==> src/core/utrd_map.vh <==
// register map, field positions, reset values and counts of the serial data path
// Behaviour
// - while transmit enabled, the block owns and drives the serial output pin
// - synchronous mode: transmit bits are timed by the external sync clock pin
// - writing the data location loads the transmit buffer and starts sending
// - buffer moves to shifter when idle or right after the last stop bit
// - shifter sends one whole frame at baud divisor rate or external clock
// - below eight bits, unused upper bits of written data are ignored
// - nine-bit characters send the ninth bit latched from the ninth-bit field
// - buffer empty flag is one exactly while the transmit buffer is empty
// - buffer empty request stays asserted while enabled and flag set
// - transmit complete sets when frame left and no data buffered
// - transmit complete clears when its interrupt is taken or one is written
// - transmit complete request follows the flag when enabled
// - parity enabled: parity bit goes after last data bit, before stop
// - disabling the transmitter waits until buffer and shifter are empty
// - while receive enabled, the block owns the serial input pin
// - synchronous mode: receive bits are sampled on the external clock
// - reception starts on a valid start bit, bits shift in until stop
// - a second stop bit is ignored; frame ends at the first stop bit
// - after the first stop bit the frame moves into the receive buffer
// - below eight bits, unused upper bits read from data are zero
// - frame is low start, data LSB first, optional parity, high stops
// - parity is xor of data bits, inverted for odd parity
// - normal asynchronous bit rate is clock over sixteen times divisor plus one
// - receive complete flag is one while unread data sits in the buffer
`ifndef UTRD_MAP_VH
`define UTRD_MAP_VH
`define UTRD_OFS_DATA   8'h00
`define UTRD_OFS_A      8'h04
`define UTRD_OFS_B      8'h08
`define UTRD_OFS_C      8'h0C
`define UTRD_OFS_BAUD   8'h10
`define UTRD_A_RXC      7
`define UTRD_A_TXC      6
`define UTRD_A_UDRE     5
`define UTRD_A_U2X      1
`define UTRD_B_TXCIE    6
`define UTRD_B_UDRIE    5
`define UTRD_B_RXEN     4
`define UTRD_B_TX_ON    3
`define UTRD_B_CSZ2     2
`define UTRD_B_RX9      1
`define UTRD_B_TX9      0
`define UTRD_C_SYNC     6
`define UTRD_C_PEN      5
`define UTRD_C_PODD     4
`define UTRD_C_STOP2    3
`define UTRD_C_CSZ1     2
`define UTRD_C_CSZ0     1
`define UTRD_C_CPOL     0
`define UTRD_RST_CSZ    3'h3
`define UTRD_RST_BAUD   12'h000
`define UTRD_OS_NORM    4'hF
`define UTRD_OS_DBL     4'h7
`define UTRD_MID_NORM   4'h8
`define UTRD_MID_DBL    4'h4
`define UTRD_CSZ_NINE   3'h7
`define UTRD_NB_BASE    4'h5
`define UTRD_NB_NINE    4'h9
`endif

==> src/core/utrd_sync.v <==
// two-stage synchronisers for the pin inputs, one per bit
module utrd_sync (
	input  wire       clk,
	input  wire       rst_n,
	input  wire [1:0] din,
	output wire [1:0] dout
);
	genvar i;
	generate
		for (i = 0; i < 2; i = i + 1) begin : g_bit
			reg meta;
			reg stable;
			// idle lines are high, so reset to one avoids a false start
			always @(posedge clk or negedge rst_n) begin
				if (!rst_n) begin
					meta   <= 1'b1;
					stable <= 1'b1;
				end else begin
					meta   <= din[i];
					stable <= meta;
				end
			end
			assign dout[i] = stable;
		end
	endgenerate
endmodule // utrd_sync

==> src/core/utrd_baud.v <==
// sample tick generator: one tick every divisor plus one clocks
module utrd_baud (
	input  wire        clk,
	input  wire        rst_n,
	input  wire [11:0] divisor,
	output reg         tick
);
	reg [11:0] cnt;

	always @(posedge clk or negedge rst_n) begin
		if (!rst_n) begin
			cnt  <= 12'h000;
			tick <= 1'b0;
		end else if (cnt == 12'h000) begin
			cnt  <= divisor;
			tick <= 1'b1;
		end else begin
			cnt  <= cnt - 12'h001;
			tick <= 1'b0;
		end
	end
endmodule // utrd_baud

==> src/core/utrd_top.v <==
// serial transceiver transmit and receive data path with apb registers
//
// The implementer's own choices: the register offsets and the APB register port.
`include "utrd_map.vh"
module utrd_top (
	input  wire        pclk,
	input  wire        presetn,
	input  wire [7:0]  paddr,
	input  wire        psel,
	input  wire        penable,
	input  wire        pwrite,
	input  wire [31:0] pwdata,
	output reg  [31:0] prdata,
	output reg         pready,
	output reg         pslverr,
	input  wire        global_irq_enable,
	input  wire        txc_irq_taken,
	input  wire        serial_in_pin,
	input  wire        ext_sync_clock_pin,
	output reg         serial_out_pin,
	output reg         serial_out_oe,
	output reg         serial_in_own,
	output reg         udre_irq,
	output reg         txc_irq
);
	localparam T_IDLE  = 3'h0;
	localparam T_START = 3'h1;
	localparam T_DATA  = 3'h2;
	localparam T_PAR   = 3'h3;
	localparam T_STOP  = 3'h4;
	localparam R_IDLE  = 3'h0;
	localparam R_START = 3'h1;
	localparam R_DATA  = 3'h2;
	localparam R_PAR   = 3'h3;
	localparam R_STOP  = 3'h4;

	// control fields
	reg        double_speed_bit;
	reg        transmit_complete_irq_enable;
	reg        buffer_empty_irq_enable;
	reg        receive_enable_bit;
	reg        transmit_enable_bit;
	reg        tx_ninth_bit;
	reg [2:0]  char_size_field;
	reg        sync_mode;
	reg        parity_enable_bit;
	reg        parity_odd_select;
	reg        stop_count_select;
	reg        clock_polarity;
	reg [11:0] baud_divisor;

	// transmit state
	reg [7:0]  tx_buf;
	reg        tx_buf9;
	reg        tx_full;
	reg        transmit_complete_flag;
	reg        tx_on;
	reg [2:0]  tx_state;
	reg [8:0]  tx_shift;
	reg [3:0]  tx_bit;
	reg [3:0]  tx_cnt;
	reg        tx_second;
	reg        tx_par;

	// receive state
	reg [2:0]  rx_state;
	reg [3:0]  rx_cnt;
	reg [2:0]  rx_votes;
	reg [3:0]  rx_bit;
	reg [8:0]  rx_shift;
	reg [8:0]  rx_buf;
	reg        receive_complete_flag;

	reg        xck_prev;
	reg [31:0] rd_mux;
	reg        mapped;

	wire [1:0] synced;
	wire       tick;
	wire       rxd  = synced[0];
	wire       xck  = synced[1];

	utrd_sync u_sync (
		.clk   (pclk),
		.rst_n (presetn),
		.din   ({ext_sync_clock_pin, serial_in_pin}),
		.dout  (synced)
	);

	utrd_baud u_baud (
		.clk     (pclk),
		.rst_n   (presetn),
		.divisor (baud_divisor),
		.tick    (tick)
	);

	// frame geometry
	wire       nine     = (char_size_field == `UTRD_CSZ_NINE);
	wire [3:0] nbits    = nine ? `UTRD_NB_NINE : ({1'b0, char_size_field} + `UTRD_NB_BASE);
	wire [3:0] os_last  = double_speed_bit ? `UTRD_OS_DBL : `UTRD_OS_NORM;
	wire [3:0] os_mid   = double_speed_bit ? `UTRD_MID_DBL : `UTRD_MID_NORM;
	wire [3:0] nb_gap   = `UTRD_NB_NINE - nbits;
	wire [8:0] dmask    = 9'h1FF >> nb_gap;
	wire [8:0] tx_data  = {tx_buf9, tx_buf} & dmask;
	wire       tx_pcalc = (^tx_data) ^ parity_odd_select;
	wire [8:0] rx_align = rx_shift >> nb_gap;
	wire [8:0] rx_read  = rx_buf & dmask;

	// external clock edges after the synchroniser
	wire xck_rise  = xck & ~xck_prev;
	wire xck_fall  = ~xck & xck_prev;
	wire chg_edge  = clock_polarity ? xck_fall : xck_rise;
	wire smp_edge  = clock_polarity ? xck_rise : xck_fall;

	// apb handshake: one wait state so read data comes from a flop
	wire setup_acc = psel & penable & ~pready;
	wire acc       = psel & penable & pready;
	wire wr        = acc & pwrite;
	wire rd        = acc & ~pwrite;
	wire hit_data  = (paddr == `UTRD_OFS_DATA);
	wire hit_a     = (paddr == `UTRD_OFS_A);
	wire hit_b     = (paddr == `UTRD_OFS_B);
	wire hit_c     = (paddr == `UTRD_OFS_C);
	wire hit_baud  = (paddr == `UTRD_OFS_BAUD);
	wire wr_data   = wr & hit_data;

	// transmit sequencing
	wire tx_step   = sync_mode ? chg_edge : (tick & (tx_cnt == os_last));
	wire tx_end    = tx_step & (tx_state == T_STOP) & (~stop_count_select | tx_second);
	wire tx_load   = tx_full & tx_on & ((tx_state == T_IDLE) | tx_end);

	// receive sequencing
	wire majority  = (rx_votes[0] & rx_votes[1]) | (rx_votes[0] & rx_votes[2])
	               | (rx_votes[1] & rx_votes[2]);
	wire rx_done   = sync_mode ? smp_edge : (tick & (rx_cnt == os_last));
	wire rx_val    = sync_mode ? rxd : majority;
	wire rx_store  = rx_done & (rx_state == R_STOP) & receive_enable_bit;
	wire in_window = (rx_cnt >= os_mid - 4'h1) && (rx_cnt <= os_mid + 4'h1);

	always @(posedge pclk or negedge presetn) begin
		if (!presetn)
			xck_prev <= 1'b1;
		else
			xck_prev <= xck;
	end

	// register read mux
	always @* begin
		rd_mux = 32'h00000000;
		mapped = 1'b1;
		if (hit_data) begin
			rd_mux[7:0] = rx_read[7:0];
		end else if (hit_a) begin
			rd_mux[`UTRD_A_RXC]  = receive_complete_flag;
			rd_mux[`UTRD_A_TXC]  = transmit_complete_flag;
			rd_mux[`UTRD_A_UDRE] = ~tx_full;
			rd_mux[`UTRD_A_U2X]  = double_speed_bit;
		end else if (hit_b) begin
			rd_mux[`UTRD_B_TXCIE] = transmit_complete_irq_enable;
			rd_mux[`UTRD_B_UDRIE] = buffer_empty_irq_enable;
			rd_mux[`UTRD_B_RXEN]  = receive_enable_bit;
			rd_mux[`UTRD_B_TX_ON] = transmit_enable_bit;
			rd_mux[`UTRD_B_CSZ2]  = char_size_field[2];
			rd_mux[`UTRD_B_RX9]   = rx_read[8];
			rd_mux[`UTRD_B_TX9]   = tx_ninth_bit;
		end else if (hit_c) begin
			rd_mux[`UTRD_C_SYNC]  = sync_mode;
			rd_mux[`UTRD_C_PEN]   = parity_enable_bit;
			rd_mux[`UTRD_C_PODD]  = parity_odd_select;
			rd_mux[`UTRD_C_STOP2] = stop_count_select;
			rd_mux[`UTRD_C_CSZ1]  = char_size_field[1];
			rd_mux[`UTRD_C_CSZ0]  = char_size_field[0];
			rd_mux[`UTRD_C_CPOL]  = clock_polarity;
		end else if (hit_baud) begin
			rd_mux[11:0] = baud_divisor;
		end else begin
			mapped = 1'b0;
		end
	end

	always @(posedge pclk or negedge presetn) begin
		if (!presetn) begin
			pready  <= 1'b0;
			pslverr <= 1'b0;
			prdata  <= 32'h00000000;
		end else begin
			pready  <= setup_acc;
			pslverr <= setup_acc & ~mapped;
			if (setup_acc)
				prdata <= rd_mux;
		end
	end

	// control register writes
	always @(posedge pclk or negedge presetn) begin
		if (!presetn) begin
			double_speed_bit             <= 1'b0;
			transmit_complete_irq_enable <= 1'b0;
			buffer_empty_irq_enable      <= 1'b0;
			receive_enable_bit           <= 1'b0;
			transmit_enable_bit          <= 1'b0;
			tx_ninth_bit                 <= 1'b0;
			char_size_field              <= `UTRD_RST_CSZ;
			sync_mode                    <= 1'b0;
			parity_enable_bit            <= 1'b0;
			parity_odd_select            <= 1'b0;
			stop_count_select            <= 1'b0;
			clock_polarity               <= 1'b0;
			baud_divisor                 <= `UTRD_RST_BAUD;
		end else if (wr) begin
			if (hit_a) begin
				// empty flag position is not writable
				double_speed_bit <= pwdata[`UTRD_A_U2X];
			end else if (hit_b) begin
				transmit_complete_irq_enable <= pwdata[`UTRD_B_TXCIE];
				buffer_empty_irq_enable      <= pwdata[`UTRD_B_UDRIE];
				receive_enable_bit           <= pwdata[`UTRD_B_RXEN];
				transmit_enable_bit          <= pwdata[`UTRD_B_TX_ON];
				char_size_field[2]           <= pwdata[`UTRD_B_CSZ2];
				tx_ninth_bit                 <= pwdata[`UTRD_B_TX9];
			end else if (hit_c) begin
				sync_mode          <= pwdata[`UTRD_C_SYNC];
				parity_enable_bit  <= pwdata[`UTRD_C_PEN];
				parity_odd_select  <= pwdata[`UTRD_C_PODD];
				stop_count_select  <= pwdata[`UTRD_C_STOP2];
				char_size_field[1] <= pwdata[`UTRD_C_CSZ1];
				char_size_field[0] <= pwdata[`UTRD_C_CSZ0];
				clock_polarity     <= pwdata[`UTRD_C_CPOL];
			end else if (hit_baud) begin
				baud_divisor <= pwdata[11:0];
			end
		end
	end

	// transmit buffer, complete flag and deferred disable
	always @(posedge pclk or negedge presetn) begin
		if (!presetn) begin
			tx_buf                 <= 8'h00;
			tx_buf9                <= 1'b0;
			tx_full                <= 1'b0;
			transmit_complete_flag <= 1'b0;
			tx_on                  <= 1'b0;
		end else begin
			if (wr_data) begin
				tx_buf  <= pwdata[7:0];
				tx_buf9 <= tx_ninth_bit;
				tx_full <= 1'b1;
			end else if (tx_load) begin
				tx_full <= 1'b0;
			end
			// a completion in the same cycle as a clear wins
			if (tx_end & ~tx_full)
				transmit_complete_flag <= 1'b1;
			else if (txc_irq_taken | (wr & hit_a & pwdata[`UTRD_A_TXC]))
				transmit_complete_flag <= 1'b0;
			if (transmit_enable_bit)
				tx_on <= 1'b1;
			else if ((tx_state == T_IDLE) & ~tx_full)
				tx_on <= 1'b0;
		end
	end

	// transmit shifter
	always @(posedge pclk or negedge presetn) begin
		if (!presetn) begin
			tx_state       <= T_IDLE;
			tx_shift       <= 9'h000;
			tx_bit         <= 4'h0;
			tx_cnt         <= 4'h0;
			tx_second      <= 1'b0;
			tx_par         <= 1'b0;
			serial_out_pin <= 1'b1;
		end else begin
			if ((tx_state != T_IDLE) & tick)
				tx_cnt <= (tx_cnt == os_last) ? 4'h0 : tx_cnt + 4'h1;
			if (tx_load) begin
				tx_state       <= T_START;
				tx_shift       <= tx_data;
				tx_par         <= tx_pcalc;
				tx_cnt         <= 4'h0;
				tx_second      <= 1'b0;
				serial_out_pin <= 1'b0;
			end else if (tx_state == T_IDLE) begin
				serial_out_pin <= 1'b1;
			end else if (tx_step) begin
				case (tx_state)
					T_START: begin
						serial_out_pin <= tx_shift[0];
						tx_shift       <= tx_shift >> 1;
						tx_bit         <= 4'h0;
						tx_state       <= T_DATA;
					end
					T_DATA: begin
						if (tx_bit == nbits - 4'h1) begin
							if (parity_enable_bit) begin
								serial_out_pin <= tx_par;
								tx_state       <= T_PAR;
							end else begin
								serial_out_pin <= 1'b1;
								tx_state       <= T_STOP;
							end
						end else begin
							serial_out_pin <= tx_shift[0];
							tx_shift       <= tx_shift >> 1;
							tx_bit         <= tx_bit + 4'h1;
						end
					end
					T_PAR: begin
						serial_out_pin <= 1'b1;
						tx_state       <= T_STOP;
					end
					T_STOP: begin
						if (stop_count_select & ~tx_second)
							tx_second <= 1'b1;
						else
							tx_state <= T_IDLE;
					end
					default: tx_state <= T_IDLE;
				endcase
			end
		end
	end

	// receiver; disabling is immediate and flushes the buffer
	always @(posedge pclk or negedge presetn) begin
		if (!presetn) begin
			rx_state <= R_IDLE;
			rx_cnt   <= 4'h0;
			rx_votes <= 3'h7;
			rx_bit   <= 4'h0;
			rx_shift <= 9'h000;
		end else if (!receive_enable_bit) begin
			rx_state <= R_IDLE;
		end else begin
			if ((rx_state != R_IDLE) & tick & ~sync_mode) begin
				rx_cnt <= (rx_cnt == os_last) ? 4'h0 : rx_cnt + 4'h1;
				if (in_window)
					rx_votes <= {rx_votes[1:0], rxd};
			end
			case (rx_state)
				R_IDLE: begin
					rx_bit <= 4'h0;
					if (sync_mode) begin
						if (smp_edge & ~rxd)
							rx_state <= R_DATA;
					end else if (tick & ~rxd) begin
						rx_cnt   <= 4'h1;
						rx_votes <= 3'h7;
						rx_state <= R_START;
					end
				end
				R_START: begin
					// a low glitch that loses the vote is not a start
					if (rx_done)
						rx_state <= majority ? R_IDLE : R_DATA;
				end
				R_DATA: begin
					if (rx_done) begin
						rx_shift <= {rx_val, rx_shift[8:1]};
						if (rx_bit == nbits - 4'h1)
							rx_state <= parity_enable_bit ? R_PAR : R_STOP;
						else
							rx_bit <= rx_bit + 4'h1;
					end
				end
				R_PAR: begin
					if (rx_done)
						rx_state <= R_STOP;
				end
				R_STOP: begin
					if (rx_done)
						rx_state <= R_IDLE;
				end
				default: rx_state <= R_IDLE;
			endcase
		end
	end

	// receive buffer and complete flag
	always @(posedge pclk or negedge presetn) begin
		if (!presetn) begin
			rx_buf                <= 9'h000;
			receive_complete_flag <= 1'b0;
		end else if (!receive_enable_bit) begin
			receive_complete_flag <= 1'b0;
		end else if (rx_store) begin
			rx_buf                <= rx_align;
			receive_complete_flag <= 1'b1;
		end else if (rd & hit_data) begin
			receive_complete_flag <= 1'b0;
		end
	end

	// pin ownership and interrupt requests
	always @(posedge pclk or negedge presetn) begin
		if (!presetn) begin
			serial_out_oe <= 1'b0;
			serial_in_own <= 1'b0;
			udre_irq      <= 1'b0;
			txc_irq       <= 1'b0;
		end else begin
			serial_out_oe <= tx_on;
			serial_in_own <= receive_enable_bit;
			udre_irq      <= buffer_empty_irq_enable & global_irq_enable & ~tx_full;
			txc_irq       <= transmit_complete_irq_enable & global_irq_enable
			                 & transmit_complete_flag;
		end
	end
endmodule // utrd_top

==> config.mk <==
export PLATFORM = sky130hd
export DESIGN_NAME = utrd_top
export DESIGN_NICKNAME = d
export VERILOG_FILES = /design/src/core/utrd_sync.v /design/src/core/utrd_baud.v /design/src/core/utrd_top.v
export VERILOG_INCLUDE_DIRS = /design/src /design/src/core
export SDC_FILE = /design/constraint.sdc
export NUM_CORES = 1
export LEC_CHECK = 0
export BUFFER_PORTS_ARGS = -buffer_cell sky130_fd_sc_hd__buf_2
export CAP_MARGIN = 20
export CORE_ASPECT_RATIO = 0.75
export CORE_MARGIN = 4
export CORE_UTILIZATION = 55
export CTS_CLUSTER_SIZE = 8
export DETAILED_ROUTE_END_ITERATION = 12
export PLACE_DENSITY_LB_ADDON = 0.1
export SLEW_MARGIN = 5
export SYNTH_ARGS = -nofsm -noshare
export SYNTH_HDL_FRONTEND = slang
export SYNTH_SLANG_ARGS = --single-unit
==> constraint.sdc <==
create_clock -name pclk -period 3.82 [get_ports pclk]
set_input_delay 0.764 -clock pclk [delete_from_list [all_inputs] [get_ports pclk]]
set_output_delay 0.764 -clock pclk [all_outputs]
set_load 0.005 [all_outputs]
# Word level (Yosys, flattened, before mapping)
# Cells that the tools add are included.
dict set report totals {
  latchBits 0
  rom_bits 0
  ram_bits 0
  regBits 130
  out_inout_bits 39
  inputBits 49
  mem_count 0
}
dict set report op_classes {
  n_reduce_logical 33
  n_eq_ne 32
  n_shift 2
  mul 0
  n_lt_le_gt_ge 2
  bitwise_logic 58
  div_mod_pow 0
  n_addsub 10
  muxes 88
}
# op count
set op_table {}
lappend op_table {{3-bit two-way mux} 22}
lappend op_table {{4-bit two-way mux} 16}
lappend op_table {{9-bit two-way mux} 4}
lappend op_table {{1-bit bitwise AND} 35}
lappend op_table {{1-bit two-way mux} 32}
lappend op_table {{12-bit two-way mux} 2}
lappend op_table {{3-bit != test, second input constant} 8}
lappend op_table {{4-bit by 1-bit adder with 4-bit output, second input constant} 5}
lappend op_table {{4-bit AND reduction} 5}
lappend op_table {{9-bit bitwise AND} 2}
lappend op_table {{9-bit case mux with 2 select lines} 1}
lappend op_table {{2-bit nonzero test} 9}
lappend op_table {{4-bit == test} 4}
lappend op_table {{8-bit by 4-bit == test with 1-bit output, second input constant} 2}
lappend op_table {{4-bit case mux with 2 select lines} 2}
lappend op_table {{1-bit NOT} 15}
lappend op_table {{3-bit case mux with 5 select lines} 1}
lappend op_table {{7-bit two-way mux} 2}
lappend op_table {{3-bit by 2-bit == test with 1-bit output, second input constant} 4}
lappend op_table {{12-bit logical NOT} 1}
lappend op_table {{3-bit case mux with 4 select lines} 1}
lappend op_table {{3-bit nonzero test} 4}
lappend op_table {{12-bit by 1-bit subtractor with 12-bit output, second input constant} 1}
lappend op_table {{5-bit two-way mux} 2}
lappend op_table {{other kinds (28)} 45}

# Longest topological paths before layout
dict set report depth {
  depth_word 10
  depth_mapped 13
}

# Modules after synthesis
# A second synthesis with hierarchy kept.
dict set report unflattened {
  hier_cells 730
  area_unflattened_um2 7230.7
}
# mod seq_area_each_um2 cells_each n_inst area_each_um2
set by_module_without_submodules {}
lappend by_module_without_submodules {utrd_top 2836.5 651 1 6403.6}
lappend by_module_without_submodules {utrd_baud 325.3 73 1 706.9}
lappend by_module_without_submodules {utrd_sync 105.1 6 1 120.1}

# Worst setup path before layout
# OpenSTA, ideal clock, no wires.
dict set report synth_path {
  path_kind {register -> register}
  start {register char_size_field[1]}
  end {register tx_par}
  setup_ns 0.070
  t_arrival_ns 3.248
  path_stages_with_launch 12
  setup_slack_ns 0.503
  path_cell_list {dfstp_2 > inv_1 > ha_1 > buf_1 > inv_1 > ha_1 > clkbuf_1 > and3_1 > o31a_1 > or4_1 > a211oi_1 > nand3b_1}
}
dict set report synth_between {
  elab_chain_cells 7
  elab_cells_between_ends 8
  cone_classes {2 x add/sub; 1 x eq/ne; 1 x shift; 1 x mux; 2 x bitwise; 1 x reduce/logical}
}
# element line
set synth_rtl {}
lappend synth_rtl {{from (decl)} utrd_top.v:44} ;# reg [2:0] char_size_field;
lappend synth_rtl {{from (signal assigned)} utrd_top.v:203} ;# char_size_field <= `UTRD_RST_CSZ;
lappend synth_rtl {{from (signal assigned)} utrd_top.v:226} ;# char_size_field[1] <= pwdata[`UTRD_C_CSZ1];
lappend synth_rtl {{3-bit by 3-bit adder with 4-bit output (no line) or 3-bit == test (tied branches)} --}
lappend synth_rtl {{4-bit two-way mux *} utrd_top.v:99} ;# wire [3:0] nbits = nine ? `UTRD_NB_NINE : ({1'b0, char_size_field} + `UTRD_NB_BASE);
lappend synth_rtl {{4-bit subtractor (no line) *} --}
lappend synth_rtl {{9-bit by 4-bit >> shifter with 9-bit output *} utrd_top.v:103} ;# wire [8:0] dmask = 9'h1FF >> nb_gap;
lappend synth_rtl {{9-bit bitwise AND *} utrd_top.v:104} ;# wire [8:0] tx_data = {tx_buf9, tx_buf} & dmask;
lappend synth_rtl {{9-bit parity *} utrd_top.v:105} ;# wire tx_pcalc = (^tx_data) ^ parity_odd_select;
lappend synth_rtl {{1-bit XOR *} utrd_top.v:105}
lappend synth_rtl {{to (signal assigned)} utrd_top.v:279} ;# tx_par <= tx_pcalc;
lappend synth_rtl {{to (decl)} utrd_top.v:63} ;# reg tx_par;
# Mark *: on every way between the ends. The rest lies on a longest branch, timed or not.
# A chain may end at the register's enable or synchronous reset.

# Worst setup path in the final report
dict set report layout_path {
  start {register char_size_field[1]}
  end {register serial_out_pin}
}
dict set report layout_between {
  elab_chain_cells 9
  elab_cells_between_ends 10
  cone_classes {2 x add/sub; 2 x eq/ne; 6 x mux}
}
# element line
set layout_rtl {}
lappend layout_rtl {{3-bit by 3-bit adder with 4-bit output (no line) or 3-bit == test (tied branches)} --}
lappend layout_rtl {{4-bit two-way mux *} utrd_top.v:99}
lappend layout_rtl {{4-bit by 1-bit subtractor with 4-bit output *} utrd_top.v:294} ;# if (tx_bit == nbits - 4'h1) begin
lappend layout_rtl {{4-bit == test *} utrd_top.v:294}
lappend layout_rtl {{1-bit two-way mux *} utrd_top.v:294}
lappend layout_rtl {{1-bit case mux with 3 select lines *} utrd_top.v:286} ;# case (tx_state)
lappend layout_rtl {{1-bit two-way mux *} utrd_top.v:285} ;# end else if (tx_step) begin
lappend layout_rtl {{1-bit two-way mux *} utrd_top.v:283} ;# end else if (tx_state == T_IDLE) begin
lappend layout_rtl {{1-bit two-way mux *} utrd_top.v:276} ;# if (tx_load) begin
lappend layout_rtl {{to (signal assigned)} utrd_top.v:288} ;# serial_out_pin <= tx_shift[0];
lappend layout_rtl {{to (signal assigned)} utrd_top.v:296} ;# serial_out_pin <= tx_par;
lappend layout_rtl {{to (signal assigned)} utrd_top.v:303} ;# serial_out_pin <= tx_shift[0];
lappend layout_rtl {{to (decl)} utrd_top.v:20} ;# output reg serial_out_pin,
# Mark *: on every way between the ends. The rest lies on a longest branch, timed or not. The select of a mux whose other input is x is not followed.

==> flow_summary.yaml <==
status:
  status: "finished clean"
logic_synthesis:
  synthAdderAreaFrac_pct: 2.95
  synth_xor_area_share_pct: 2.82
  async_reset_ff_share_pct: 100
  synth_area_leader_cell: "dfrtp_1"
  synth_most_common_cell: "dfrtp_1"
  synth_edf_count: 0
  synth-main-ff-cell: "dfrtp_1"
  synth.area.top_cells: "dfrtp_1, mux2_2, dfstp_2"
  seq_area_frac_synth_pct: 45.8
  avgSynthCellArea_um2: 9.92
  yosysWarnings: 0
  synth_top_family_by_area: "simple AND/OR/NAND/NOR gates"
  synthTopCellsByCount: "dfrtp_1, nand2_1, nor2_1, mux2_2, o21ai_0"
  synth_top_area_share_pct: 41.7
  synth.area.mux_share_pct: 10.3
  ys_types: 75
  syn-instance-count: 719
  synth_compound_area_share_pct: 14.7
  synth-seq-cells: 130
  synth_area_mm2: 0.00713
  synth_simple_gate_area_share_pct: 18.0
finish:
  finalNetCount: 826
  drive_gt1_share_pct: 21.4
  utilization_pct: 64.2
  syn2layout_area_growth_pct: 12.2
  postLayoutCellArea_mm2: 0.00801
  num_antenna_cells: 0
detailed_routing:
  wl_um: 17500
  vias: 5671
  firstDrtPassIters: 5
  wl_per_cell_um: 18.6
  final_antenna_net_count: 0
  dr.first_iter.drc_count: 465
  vias_per_cell: 6.03
  route.detailed.drc: 0
global_route:
  grt_overflow: 0
  track_usage_pct: 24.7
  grt_start_max_net_pins: 102
  grt_pass1_wl_um: 29100
  grt_pass1_vias: 5415
  antenna_found_initial: 0
clocking:
  clkLatencyLatePin_ps: 420
  cts_tree: "built"
  cts.clk_slew.worst_paths_ps: 60
  clockBufferDepth: 2
  post-cts-setup-buffers: 0
  numCtsBuffers: 17
  htree_levels: 4
  cts_hold_buf: 0
  cts_sinks: 130
  ctsRootBufferMaster: "clkbuf_16"
  cts_resized: 0
place:
  postPlaceCellArea_mm2: 0.00743
  gp_congestion: 0.845
  numPortBuffers: 47
  dp_hpwl_um: 12700
  pre_cts_slack_ps: 514
sta:
  finalSetupTns_ps: 0
  slew_viol_final: 0
  tightest_slew_ps: 1020
  rsz0062_at_grt: "no"
  fin_crit_ps: 3330
  setup_slack_ps: 494
  hold_viol: 0
  hold_slack_ps: 359
  finalCritPeriodShare_pct: 87.1
  max_freq_mhz: 301
  setup_viol: 0
  slew-limit-headroom_pct: 31.3
  finClkSkew_ps: 8.44
critical_path:
  worstSetupPathType: "flop to flop"
  worst_setup_path_start_kind: "flop"
  path_max_fanout: 14
  critPathArrivalTime_ps: 3600
  crit_path_end_kind: "flop"
  required_ps: 4090
hold_path:
  min_path_type: "flop to flop"
floorplanning:
  dieHeight_um: 107
  start_util_pct: 57.2
  coreArea_mm2: 0.0125
  die_w_um: 140
  die_area_mm2: 0.0149
  ios: 88
  fp-row-count: 35
power:
  peakVddDrop_v: 0.000269
  power.density_mw_per_mm2: 421
  p_leak_uw: 0.00368
flow_run:
  cap_viol_max_count: 0
==> logic make-up (layout without fill, tap and decap cells) <==
| group | after synthesis | count (layout) |
|---|---|---|
| simple gates | 253 | 253 |
| compound gates | 152 | 152 |
| flops | 130 | 130 |
| buf+inv | 79 | 115 |
| mux | 64 | 64 |
| xor+xnor | 23 | 23 |
| fa+ha+maj | 17 | 17 |
| other cells | 1 | 20 |
==> report_power, final <==
group | total (µW) | internal (µW) | switching, µW
sequential | 1530 | 1460 | 72.2
clock | 1580 | 910 | 673
combinational | 259 | 109 | 150
==> area by class of cell <==
class                      count  area, µm²
timing repair buffer          55        302
clock buffer                  17        425
tap                          166        208
inverter                      28        105
sequential                   130       3270
fill                        1034       4470
clock inverter                15        145
multi-input combinational    529       3550
==> state kept, by name, summed over array words and instances (netlist names), 4 cells and up <==
register	flops
baud_divisor	12
prdata	12
rx_bit	4
rx_buf	9
rx_cnt	4
rx_shift	9
tx_bit	4
tx_buf	8
tx_cnt	4
tx_shift	9
u_baud.cnt	12
==> layer usage <==
| layer | up-vias | routed length (µm) | global-route usage [%] |
|---|---|---|---|
| met4 | 0 | 256 | 6.70 |
| li1 | 2646 | - | - |
| met5 | - | 0 | 0 |
| met2 | 181 | 7530 | 34.9 |
| met3 | 29 | 1360 | 5.66 |
| met1 | 2815 | 8370 | 38.1 |
==> cell usage in the layout, fill, tap and decap left out, drive strengths merged, types with 6 or more instances in the layout <==
master	netlist	layout
dfstp	11	11
nor2	56	56
nand4	9	9
xor2	9	9
buf	27	54
mux2i	16	16
xnor2	14	14
o21ai	35	35
o211ai	9	9
inv	27	34
nor2b	11	11
nor3b	6	6
a21oi	21	21
nand3	24	24
a211oi	9	9
a22o	6	6
nor3	16	16
and2	7	7
nand2	75	75
nand3b	7	7
clkbuf	24	18
or3	10	10
ha	16	16
mux2	45	45
a31oi	15	15
nand2b	8	8
dfrtp	119	119
o31ai	7	7
or2	6	6
conb	1	20
==> worst max-delay path, cell delays in order (launching register included) <==
cell,delay (ps)
dfstp_2,580
inv_1,70
ha_1,310
buf_4,210
ha_1,280
o21a_1,190
o211ai_1,360
xnor2_1,180
or2_2,320
mux2i_1,130
a2111oi_0,560
==> metrics by stage <==
step | power, µW | cells
final | 3370 | 940
after CTS | 3390 | 939
after floorplan | 1710 | 738
after global routing | 3510 | 940
after detailed placement | 1810 | 907
after global placement | 1790 | 907
==> final timing paths <==
check / from / end / slack [ps] / depth (start not counted)
setup / recovery: char_size_field[1]$_DFFE_PN1P_ / serial_out_pin$_DFFE_PN1P_ / 490 / 10
hold reg to reg: u_sync.g_bit[0].meta$_DFF_PN1_ / u_sync.g_bit[0].stable$_DFF_PN1_ / 360 / 0
hold / removal: u_sync.g_bit[0].meta$_DFF_PN1_ / u_sync.g_bit[0].stable$_DFF_PN1_ / 360 / 0
max in group asynchronous: presetn / char_size_field[1]$_DFFE_PN1P_ / 2500 / 2
setup reg to reg: char_size_field[1]$_DFFE_PN1P_ / serial_out_pin$_DFFE_PN1P_ / 490 / 10
min in group asynchronous: presetn / tx_cnt[3]$_DFFE_PN0P_ / 450 / 1
Power figures use the tool's default switching activity.
